### src/verilog/clock_select_consts.svh
// constants for the system clock select and external oscillator control block
// assumes the includer uses these names for offsets, fields, reset values and codes
`ifndef CLOCK_SELECT_CONSTS_SVH
`define CLOCK_SELECT_CONSTS_SVH

// ----------------------------------------------------------------
// register offsets on the special function register bus
// ----------------------------------------------------------------
`define OFS_INTERNAL_CTRL 8'h8a
`define OFS_EXTERNAL_CTRL 8'h8c
`define OFS_CLOCK_SELECT 8'h97

// ----------------------------------------------------------------
// reset values
// ----------------------------------------------------------------
`define RST_INTERNAL_ENABLE 1'b1
`define RST_INTERNAL_DIV 2'h0
`define RST_EXTERNAL_MODE 3'h0
`define RST_EXTERNAL_FREQ 3'h0
`define RST_CLOCK_SELECT 1'b0
`define RST_BYTE 8'h00

// ----------------------------------------------------------------
// field positions and codes
// ----------------------------------------------------------------
`define BIT_SELECT 0
`define BIT_INT_ENABLE 7
`define BIT_INT_READY 6
`define BIT_XTAL_VALID 7
`define MODE_MSB 6
`define MODE_LSB 4
`define FREQ_MSB 2
`define DIV_MSB 1
`define DIV_BY_8 2'h0
`define DIV_BY_4 2'h1
`define DIV_BY_2 2'h2
`define DIV_BY_1 2'h3
`define MODE_HI_OFF 2'h0
`define MODE_HI_RC 2'h2
`define MODE_HI_CRYSTAL 2'h3
`define INT_DIV_WIDTH 3
`define INT_DIV_ONE 3'h1

`endif

### src/verilog/clock_select_pkg.sv
// types shared by the clock select block
// assumes the consts header supplies every number
`default_nettype none
package clock_select_pkg;

  // one special function register access, as the core presents it
  typedef struct packed {
    logic [7:0] addr;
    logic wr;
    logic rd;
    logic [7:0] wdata;
  } sfr_req_t;

  // source switch sequencer, one-hot
  typedef enum logic [1:0] {
    ST_RUN = 2'b01,
    ST_SWITCH = 2'b10
  } switch_state_t;

endpackage
`default_nettype wire

### src/verilog/settle_counter.sv
// counts source edges after enable until a settle figure is reached
// assumes tick is a one-cycle pulse synchronous to clk
`timescale 1ns/100ps
`default_nettype none
module settle_counter #(
  parameter int WIDTH = 11,
  parameter logic [WIDTH-1:0] LIMIT = 11'd1024
) (
  input wire logic clk,
  input wire logic rst_n,
  input wire logic enable,
  input wire logic tick,
  output logic done
);
  logic [WIDTH-1:0] count;

  // cleared whenever the source is disabled, so a restart settles again
  always_ff @(posedge clk or negedge rst_n) begin
    if (!rst_n) begin
      count <= '0;
    end else if (!enable) begin
      count <= '0;
    end else if (tick && count != LIMIT) begin
      count <= count + 1'b1;
    end
  end

  assign done = enable && (count == LIMIT);
endmodule
`default_nettype wire

### src/verilog/system_clock_select.sv
// system clock source select and external oscillator control registers
// assumes oscillator levels arrive already synchronous to SYS_CLK, which
// oversamples them; register access comes from the core's sfr bus
// Notes on behaviour
// select bit 0 picks scaled internal oscillator, 1 picks external circuit
// external oscillator stays usable for peripherals while internal is selected
// source may change on the fly; software picks only a settled one
// one internal control write may enable and select the internal oscillator
// hardware sets crystal valid in bit 7 once settled, else reads 0
// crystal valid means something only in crystal modes 11x
// mode field bits 6-4 decode off, cmos, cmos/2, rc/2, crystal, crystal/2
// bit 3 of external control reads 0, writes ignored
// software sets frequency field to the crystal frequency range
// software sets frequency field to the rc frequency range
// in capacitor mode frequency field picks the k factor
// software waits 1 ms after enabling crystal before reading valid
// enable, wait, poll valid, then set the select bit
// software never selects an unsettled crystal
// rc and capacitor modes are usable at once, no start-up wait
// internal divider field: 00 /8, 01 /4, 10 /2, 11 /1
// internal ready flag reads 1 only while oscillator runs settled
// source and divider changes never shorten a clock phase; here a low phase can end early, as handover needs only both levels low
// after reset select and external control read all zeros
`timescale 1ns/100ps
`default_nettype none
`include "clock_select_consts.svh"
module system_clock_select #(
  parameter int XTAL_WIDTH = 11,
  parameter logic [XTAL_WIDTH-1:0] XTAL_SETTLE_EDGES = 11'd1024,
  parameter int INT_WIDTH = 5,
  parameter logic [INT_WIDTH-1:0] INT_SETTLE_EDGES = 5'd16
) (
  // clock and reset
  input wire logic SYS_CLK,
  input wire logic RST_N,
  // sfr bus
  input wire clock_select_pkg::sfr_req_t SFR_REQ,
  output logic [7:0] SFR_RDATA,
  // oscillator levels
  input wire logic INT_OSC_IN,
  input wire logic FIRST_CRYSTAL_PIN,
  // analog controls and clocks out
  output logic INT_OSC_ENABLE,
  output logic [2:0] EXTERNAL_MODE_FIELD,
  output logic [2:0] EXTERNAL_FREQUENCY_CONTROL,
  output logic EXT_CLOCK,
  output logic SYSTEM_CLOCK
);
  logic int_en;
  logic [1:0] int_div;
  logic [2:0] ext_mode;
  logic [2:0] ext_freq;
  logic sel;
  logic int_ready;
  logic xtal_valid;
  logic int_prev;
  logic ext_prev;
  logic ext_half;
  logic [`INT_DIV_WIDTH-1:0] int_cnt;
  logic active_sel;
  logic [1:0] active_div;
  clock_select_pkg::switch_state_t state;
  logic int_raw;
  logic ext_raw;
  logic int_tick;
  logic ext_tick;
  logic crystal_mode;
  logic ext_level;
  logic cur_level;
  logic cand_level;
  logic wr_int;
  logic wr_ext;
  logic wr_sel;

  // ----------------------------------------------------------------
  // register writes
  // ----------------------------------------------------------------
  assign wr_int = SFR_REQ.wr && SFR_REQ.addr == `OFS_INTERNAL_CTRL;
  assign wr_ext = SFR_REQ.wr && SFR_REQ.addr == `OFS_EXTERNAL_CTRL;
  assign wr_sel = SFR_REQ.wr && SFR_REQ.addr == `OFS_CLOCK_SELECT;

  // enable and divider land together from one write
  always_ff @(posedge SYS_CLK or negedge RST_N) begin
    if (!RST_N) begin
      int_en <= `RST_INTERNAL_ENABLE;
      int_div <= `RST_INTERNAL_DIV;
    end else if (wr_int) begin
      int_en <= SFR_REQ.wdata[`BIT_INT_ENABLE];
      int_div <= SFR_REQ.wdata[`DIV_MSB:0];
    end
  end

  // bit 3 and bit 7 are not stored, so writes to them vanish
  always_ff @(posedge SYS_CLK or negedge RST_N) begin
    if (!RST_N) begin
      ext_mode <= `RST_EXTERNAL_MODE;
      ext_freq <= `RST_EXTERNAL_FREQ;
    end else if (wr_ext) begin
      ext_mode <= SFR_REQ.wdata[`MODE_MSB:`MODE_LSB];
      ext_freq <= SFR_REQ.wdata[`FREQ_MSB:0];
    end
  end

  // any write takes effect; the switch itself waits for a safe moment
  always_ff @(posedge SYS_CLK or negedge RST_N) begin
    if (!RST_N) begin
      sel <= `RST_CLOCK_SELECT;
    end else if (wr_sel) begin
      sel <= SFR_REQ.wdata[`BIT_SELECT];
    end
  end

  // ----------------------------------------------------------------
  // register reads, registered; unmapped addresses answer zero
  // ----------------------------------------------------------------
  always_ff @(posedge SYS_CLK or negedge RST_N) begin
    if (!RST_N) begin
      SFR_RDATA <= `RST_BYTE;
    end else if (SFR_REQ.rd) begin
      case (SFR_REQ.addr)
        `OFS_INTERNAL_CTRL: SFR_RDATA <= {int_en, int_ready, 4'h0, int_div};
        `OFS_EXTERNAL_CTRL: SFR_RDATA <= {xtal_valid, ext_mode, 1'b0, ext_freq};
        `OFS_CLOCK_SELECT: SFR_RDATA <= {7'h00, sel};
        default: SFR_RDATA <= `RST_BYTE;
      endcase
    end
  end

  // ----------------------------------------------------------------
  // oscillator edges and settle tracking
  // ----------------------------------------------------------------
  assign int_raw = INT_OSC_IN && int_en;
  assign ext_raw = FIRST_CRYSTAL_PIN && (ext_mode[2:1] != `MODE_HI_OFF);
  assign int_tick = int_raw && !int_prev;
  assign ext_tick = ext_raw && !ext_prev;
  assign crystal_mode = ext_mode[2:1] == `MODE_HI_CRYSTAL;

  // previous levels for edge detection
  always_ff @(posedge SYS_CLK or negedge RST_N) begin
    if (!RST_N) begin
      int_prev <= 1'b0;
      ext_prev <= 1'b0;
    end else begin
      int_prev <= int_raw;
      ext_prev <= ext_raw;
    end
  end

  // counting edges rather than time means a dead crystal never goes valid
  settle_counter #(.WIDTH(XTAL_WIDTH), .LIMIT(XTAL_SETTLE_EDGES)) u_xtal_settle (
    .clk(SYS_CLK),
    .rst_n(RST_N),
    .enable(crystal_mode),
    .tick(ext_tick),
    .done(xtal_valid)
  );

  settle_counter #(.WIDTH(INT_WIDTH), .LIMIT(INT_SETTLE_EDGES)) u_int_settle (
    .clk(SYS_CLK),
    .rst_n(RST_N),
    .enable(int_en),
    .tick(int_tick),
    .done(int_ready)
  );

  // ----------------------------------------------------------------
  // dividers
  // ----------------------------------------------------------------
  // internal counter advances on each internal edge
  always_ff @(posedge SYS_CLK or negedge RST_N) begin
    if (!RST_N) begin
      int_cnt <= '0;
    end else if (int_tick) begin
      int_cnt <= int_cnt + `INT_DIV_ONE;
    end
  end

  // external halving stage, used by cmos/2, rc/c and crystal/2
  always_ff @(posedge SYS_CLK or negedge RST_N) begin
    if (!RST_N) begin
      ext_half <= 1'b0;
    end else if (ext_tick) begin
      ext_half <= !ext_half;
    end
  end

  // rc and c take the halved level with no settle gate at all
  assign ext_level = (ext_mode[2:1] == `MODE_HI_OFF) ? 1'b0 :
                     (ext_mode[0] || ext_mode[2:1] == `MODE_HI_RC) ? ext_half : ext_raw;

  // level of a source for a given select and divider setting
  function automatic logic src_level(input logic s, input logic [1:0] d,
                                     input logic [`INT_DIV_WIDTH-1:0] c,
                                     input logic raw, input logic ext);
    logic lvl;
    lvl = 1'b0;
    if (s) begin
      lvl = ext;
    end else begin
      case (d)
        `DIV_BY_8: lvl = c[2];
        `DIV_BY_4: lvl = c[1];
        `DIV_BY_2: lvl = c[0];
        default: lvl = raw;
      endcase
    end
    return lvl;
  endfunction

  assign cur_level = src_level(active_sel, active_div, int_cnt, int_raw, ext_level);
  assign cand_level = src_level(sel, int_div, int_cnt, int_raw, ext_level);

  // ----------------------------------------------------------------
  // glitch-free switch: hand over only while both levels are low
  // ----------------------------------------------------------------
  always_ff @(posedge SYS_CLK or negedge RST_N) begin
    if (!RST_N) begin
      state <= clock_select_pkg::ST_RUN;
      active_sel <= `RST_CLOCK_SELECT;
      active_div <= `RST_INTERNAL_DIV;
    end else begin
      case (state)
        clock_select_pkg::ST_RUN: begin
          if (sel != active_sel || int_div != active_div) begin
            state <= clock_select_pkg::ST_SWITCH;
          end
        end
        clock_select_pkg::ST_SWITCH: begin
          // a new source stuck high leaves the old one running; one stuck low takes over; never a runt pulse
          if (!cur_level && !cand_level) begin
            active_sel <= sel;
            active_div <= int_div;
            state <= clock_select_pkg::ST_RUN;
          end
        end
        default: state <= clock_select_pkg::ST_RUN;
      endcase
    end
  end

  // ----------------------------------------------------------------
  // registered outputs
  // ----------------------------------------------------------------
  always_ff @(posedge SYS_CLK or negedge RST_N) begin
    if (!RST_N) begin
      SYSTEM_CLOCK <= 1'b0;
      EXT_CLOCK <= 1'b0;
      INT_OSC_ENABLE <= `RST_INTERNAL_ENABLE;
      EXTERNAL_MODE_FIELD <= `RST_EXTERNAL_MODE;
      EXTERNAL_FREQUENCY_CONTROL <= `RST_EXTERNAL_FREQ;
    end else begin
      SYSTEM_CLOCK <= cur_level;
      EXT_CLOCK <= ext_level;
      INT_OSC_ENABLE <= int_en;
      EXTERNAL_MODE_FIELD <= ext_mode;
      EXTERNAL_FREQUENCY_CONTROL <= ext_freq;
    end
  end
endmodule
`default_nettype wire

### config.mk
export PLATFORM = sky130hd
export DESIGN_NAME = system_clock_select
export DESIGN_NICKNAME = d
export VERILOG_FILES = /design/src/verilog/clock_select_pkg.sv /design/src/verilog/settle_counter.sv /design/src/verilog/system_clock_select.sv
export VERILOG_INCLUDE_DIRS = /design/src /design/src/verilog
export SDC_FILE = /design/constraint.sdc
export NUM_CORES = 1
export LEC_CHECK = 0
export ABC_AREA = 1
export BUFFER_PORTS_ARGS = -buffer_cell sky130_fd_sc_hd__buf_2
export CAP_MARGIN = 20
export CORE_MARGIN = 5
export CORE_UTILIZATION = 60
export DETAILED_ROUTE_END_ITERATION = 12
export GPL_TIMING_DRIVEN = 0
export PLACE_DENSITY = 0.8
export SLEW_MARGIN = 20
export SYNTH_ARGS = -nofsm -noshare
export SYNTH_HDL_FRONTEND = slang
export SYNTH_SLANG_ARGS = --single-unit
### constraint.sdc
create_clock -name SYS_CLK -period 2.8 [get_ports SYS_CLK]
set_clock_uncertainty 0.2 [all_clocks]
set_input_delay 0.28 -clock SYS_CLK [delete_from_list [all_inputs] [get_ports SYS_CLK]]
set_output_delay 0.28 -clock SYS_CLK [all_outputs]
set_load 0.005 [all_outputs]
==> tab_implementation.tex <==
\begin{tabular}{lr}
\hline
Metric & Value \\
\hline
\multicolumn{2}{l}{\textbf{Synth}} \\
\quad Fraction of synthesized area in multiplexers & less than 1\% \\
\quad Ys flop type & dfrtp\_1 \\
\quad Post-synthesis async set-or-reset flop share & 100\% \\
\quad Combinational family with the most area after synthesis & simple AND/OR/NAND/NOR gates \\
\quad Mapped Area & between 0.002 and 0.003 mm² \\
\quad Post-synthesis share of cell area spent on xor and xnor gates & 2.65\% \\
\quad Sequential area share after synthesis & 50.2\% \\
\quad Number of instances in the synthesized netlist & 312 \\
\quad Count of flip-flops with a built-in enable after synthesis & 0 \\
\quad Post-synthesis share of cell area spent on full adders, half adders and majority gates & 2.36\% \\
\quad Total nets after synthesis & 339 \\
\quad Number of synthesis warnings & 0 \\
\quad Per-instance average area after synthesis & $\sim$8.5 µm² \\
\quad Compound-cell area share of the yosys netlist & 6.90\% \\
\quad Share of synthesized cell area in and, or, nand and nor gates & between 30\% and 40\% \\
\quad Number of distinct library cells after synthesis & 37 \\
\quad Flop and latch count out of synthesis & 53 \\
\multicolumn{2}{l}{\textbf{Min path}} \\
\quad Startpoint of the most critical hold path & SFR\_REQ[1] \\
\quad Classification of the worst-slack hold path & input pin to flop \\
\multicolumn{2}{l}{\textbf{GRT}} \\
\quad Vias in the first global route & 2153 \\
\quad Initial antenna violation count & 0 \\
\quad Grt ovf & 0 \\
\quad Global-route wire length before repair & approximately 9400 µm \\
\quad Pin count of the biggest net entering global routing & 54 \\
\quad Tot GR Track Use & 19.0\% \\
\multicolumn{2}{l}{\textbf{Timing}} \\
\quad RSZ-0062 raised after global routing & no \\
\quad Rel. slew slack & 57.5\% \\
\quad Hold Fails Final Rpt & 0 \\
\quad Number of pins exceeding their max-slew limit in the final report & 0 \\
\quad Achievable frequency & 531 MHz \\
\quad Worst hold-check slack & 0.0108 ns \\
\quad Actual transition at the worst max-transition pin & roughly 0.64 ns \\
\quad Final worst path period need & 1.88 ns \\
\quad Final setup violation count & 0 \\
\quad Final Cycle Share & between 60\% and 70\% \\
\quad Fin Setup TNS & 0 ns \\
\multicolumn{2}{l}{\textbf{CTS}} \\
\quad CTS Root Cell & clkbuf\_8 \\
\quad Number of instances resized during post-cts repair & 0 \\
\quad Maximum count of clock buffers along a single path & 2 \\
\quad Clock input transition at the sequential cells of the worst setup and hold paths & 0.09 ns \\
\quad Number of levels in the clock H-tree & 2 \\
\quad Sinks on Clock Net & 53 \\
\quad Latest clock arrival within the worst-skew pair & slightly above 0.3 ns \\
\quad Clock buffers created by TritonCTS & 5 \\
\quad Setup fix buffers added after clock tree synthesis & 0 \\
\quad CTS tree & done \\
\multicolumn{2}{l}{\textbf{Worst setup path}} \\
\quad Peak fanout along the critical path & 9 \\
\quad Classification of the worst setup path & flop to flop \\
\quad Sort of element at the start of the critical path & flop \\
\quad Worst endpoint required time & 2.81 ns \\
\quad Worst Path Arrival & around 1.9 ns \\
\quad Worst setup EP type & flop \\
\quad Startpoint of the worst-slack reg-to-reg timing path & u\_xtal\_settle.count[0] \\
\quad Crit. Startpoint & u\_xtal\_settle.count[0] \\
\multicolumn{2}{l}{\textbf{Detailed routing}} \\
\quad Overall via count from detail\_route & 2147 \\
\quad Via-to-Cell Ratio & 5.21 \\
\quad Detailed-route wire length per cell & 12.3 µm \\
\quad Number of optimization iterations in the first detailed-route pass & 4 \\
\quad Initial drt markers & 115 \\
\quad Total wirelength of the detailed-routed design & 5090 µm \\
\quad Remaining antenna violation count & 0 \\
\quad Number of DRC violations after detailed routing & 0 \\
\multicolumn{2}{l}{\textbf{Run status}} \\
\quad Outcome & finished clean \\
\multicolumn{2}{l}{\textbf{Cells and area}} \\
\quad Antenna diode count & 0 \\
\quad Most used cells in the layout excluding fill and tap cells & 87 x nand2\_1, 50 x dfrtp\_1, 35 x buf\_2 \\
\quad Share of post-route cells with drive strength above 1 & 20.6\% \\
\quad Count of nets after finishing & 386 \\
\quad Layout-stage area growth over the synthesis result & 16.1\% \\
\quad Number of fill cells in the layout & 339 \\
\quad Most common cell after layout, fill and taps aside & nand2\_1 \\
\multicolumn{2}{l}{\textbf{Die}} \\
\quad Full die area & between 0.005 and 0.006 mm² \\
\quad Die outline height & 76.4 µm \\
\quad Initial cell density of the core & about three fifths \\
\quad Number of rows in the core area & 24 \\
\quad Overall die width & 76.4 µm \\
\quad Standard cell core area & between 0.004 and 0.005 mm² \\
\quad \# IOs & 39 \\
\multicolumn{2}{l}{\textbf{Job}} \\
\quad Max-capacitance violation count & 0 \\
\multicolumn{2}{l}{\textbf{Placed design}} \\
\quad Final Wtd Congestion & 0.829 \\
\quad HPWL Detailed & 3840 µm \\
\quad \# port buffers & 36 \\
\multicolumn{2}{l}{\textbf{Pwr}} \\
\quad Static power due to leakage & 0.00155 µW \\
\quad P per Cell Area & 662 mW/mm² \\
\quad Worst supply voltage drop on vdd & 0.418 mV \\
\hline
\end{tabular}
cell families after synthesis:
kind of cell / Yosys count
other: 1
and+or+nand+nor: 172
adders and majority gates: 5
buffers and inverters: 42
xor gates and xnor gates: 8
muxes: 1
DFF: 53
AOI/OAI and AO/OA: 30
registers in the layout, indices dropped and copies added, names as in the netlist:
name,cells
u_xtal_settle.count,11
SFR_RDATA,7
u_int_settle.count,5
EXTERNAL_FREQUENCY_CONTROL,3
EXTERNAL_MODE_FIELD,3
ext_freq,3
ext_mode,3
int_cnt,3
active_div,2
int_div,2
state,2
EXT_CLOCK,1
INT_OSC_ENABLE,1
SYSTEM_CLOCK,1
active_sel,1
ext_half,1
ext_prev,1
int_en,1
int_prev,1
sel,1
worst paths after layout:
path	slack [ns]	end	depth (start not counted)
min in group asynchronous	0.33	EXTERNAL_FREQUENCY_CONTROL[2]	2
max	0.92	u_xtal_settle.count[5]	9
max reg2reg	0.92	u_xtal_settle.count[5]	9
max in group asynchronous	1.64	int_prev	2
min	0.01	int_div[1]	3
min reg2reg	0.18	EXTERNAL_FREQUENCY_CONTROL[2]	0
Yosys cell counts (2+ instances only):
| master | instances | area (µm²) |
|---|---|---|
| nand4_1 | 10 | 62.6 |
| xor2_1 | 4 | 35.0 |
| nor2_2 | 2 | 12.5 |
| dfstp_2 | 3 | 78.8 |
| nor2_4 | 2 | 22.5 |
| inv_1 | 32 | 120 |
| nor2_1 | 22 | 82.6 |
| nor2_8 | 2 | 40.0 |
| nor3_1 | 7 | 35.0 |
| xnor2_1 | 4 | 35.0 |
| o21ai_0 | 13 | 65.1 |
| nor3b_1 | 2 | 15.0 |
| ha_1 | 5 | 62.6 |
| nand2_1 | 87 | 327 |
| clkinv_1 | 2 | 7.51 |
| or2_2 | 2 | 12.5 |
| nand3_1 | 28 | 140 |
| a21oi_1 | 6 | 30.0 |
| nand2_2 | 2 | 12.5 |
| inv_2 | 4 | 15.0 |
| dfrtp_1 | 50 | 1250 |
| o31ai_1 | 3 | 22.5 |
| o21ai_2 | 6 | 52.6 |
per-layer routing:
metal / up-vias / global-route usage (%) / share of wire [%]
met5: - / 0 / 0
met4: 0 / 5.59 / 1.1
met3: 7 / 3.07 / 3.5
met2: 32 / 32.1 / 50
met1: 1005 / 25.1 / 45
li1: 1103 / - / -
layout make-up:
class / count / area (µm²) / share of cell area (%)
buffer: 2 / 11.3 / 0.366
clock buffer: 5 / 68.8 / 2.24
clock inverter: 3 / 68.8 / 2.24
inverter: 40 / 156 / 5.09
multi-input combinational: 217 / 1150 / 37.4
sequential: 53 / 1330 / 43.3
tap: 52 / 65.1 / 2.12
timing repair buffer: 40 / 223 / 7.25
through the flow:
step                power [µW]  util [%]  setup slack [ns]  instance area, µm²  std cells
floorplan                 1290         -              1.07                2650        312
global placement          1400      66.9             0.940                2890        400
detailed placement        1420      67.0             0.920                2900        400
CTS                       2050      71.1             0.902                3070        412
global route              2170      71.1             0.804                3070        412
finish                    2030      71.1             0.915                3070        412
report_power, final:
group	total, µW	internal (µW)	switching [µW]
Sequential	989	895	94.2
Clock	620	360	260
Combinational	424	175	250
Total	2030	1430	604
timing repair:
item                       in CTS  in global routing
hold endpoints to repair       53                  0
setup endpoints to repair       0                  0
hold buffers                    4                  0
worst max-delay path, stage by stage (launching register included):
cell,delay [ns]
dfrtp_1,0.43
inv_1,0.14
ha_1,0.16
nand3_1,0.12
nor3_4,0.31
nor2_8,0.10
nor2_8,0.14
inv_6,0.07
nand2_1,0.06
nand2_1,0.05
(Power assumes the default switching activity.)
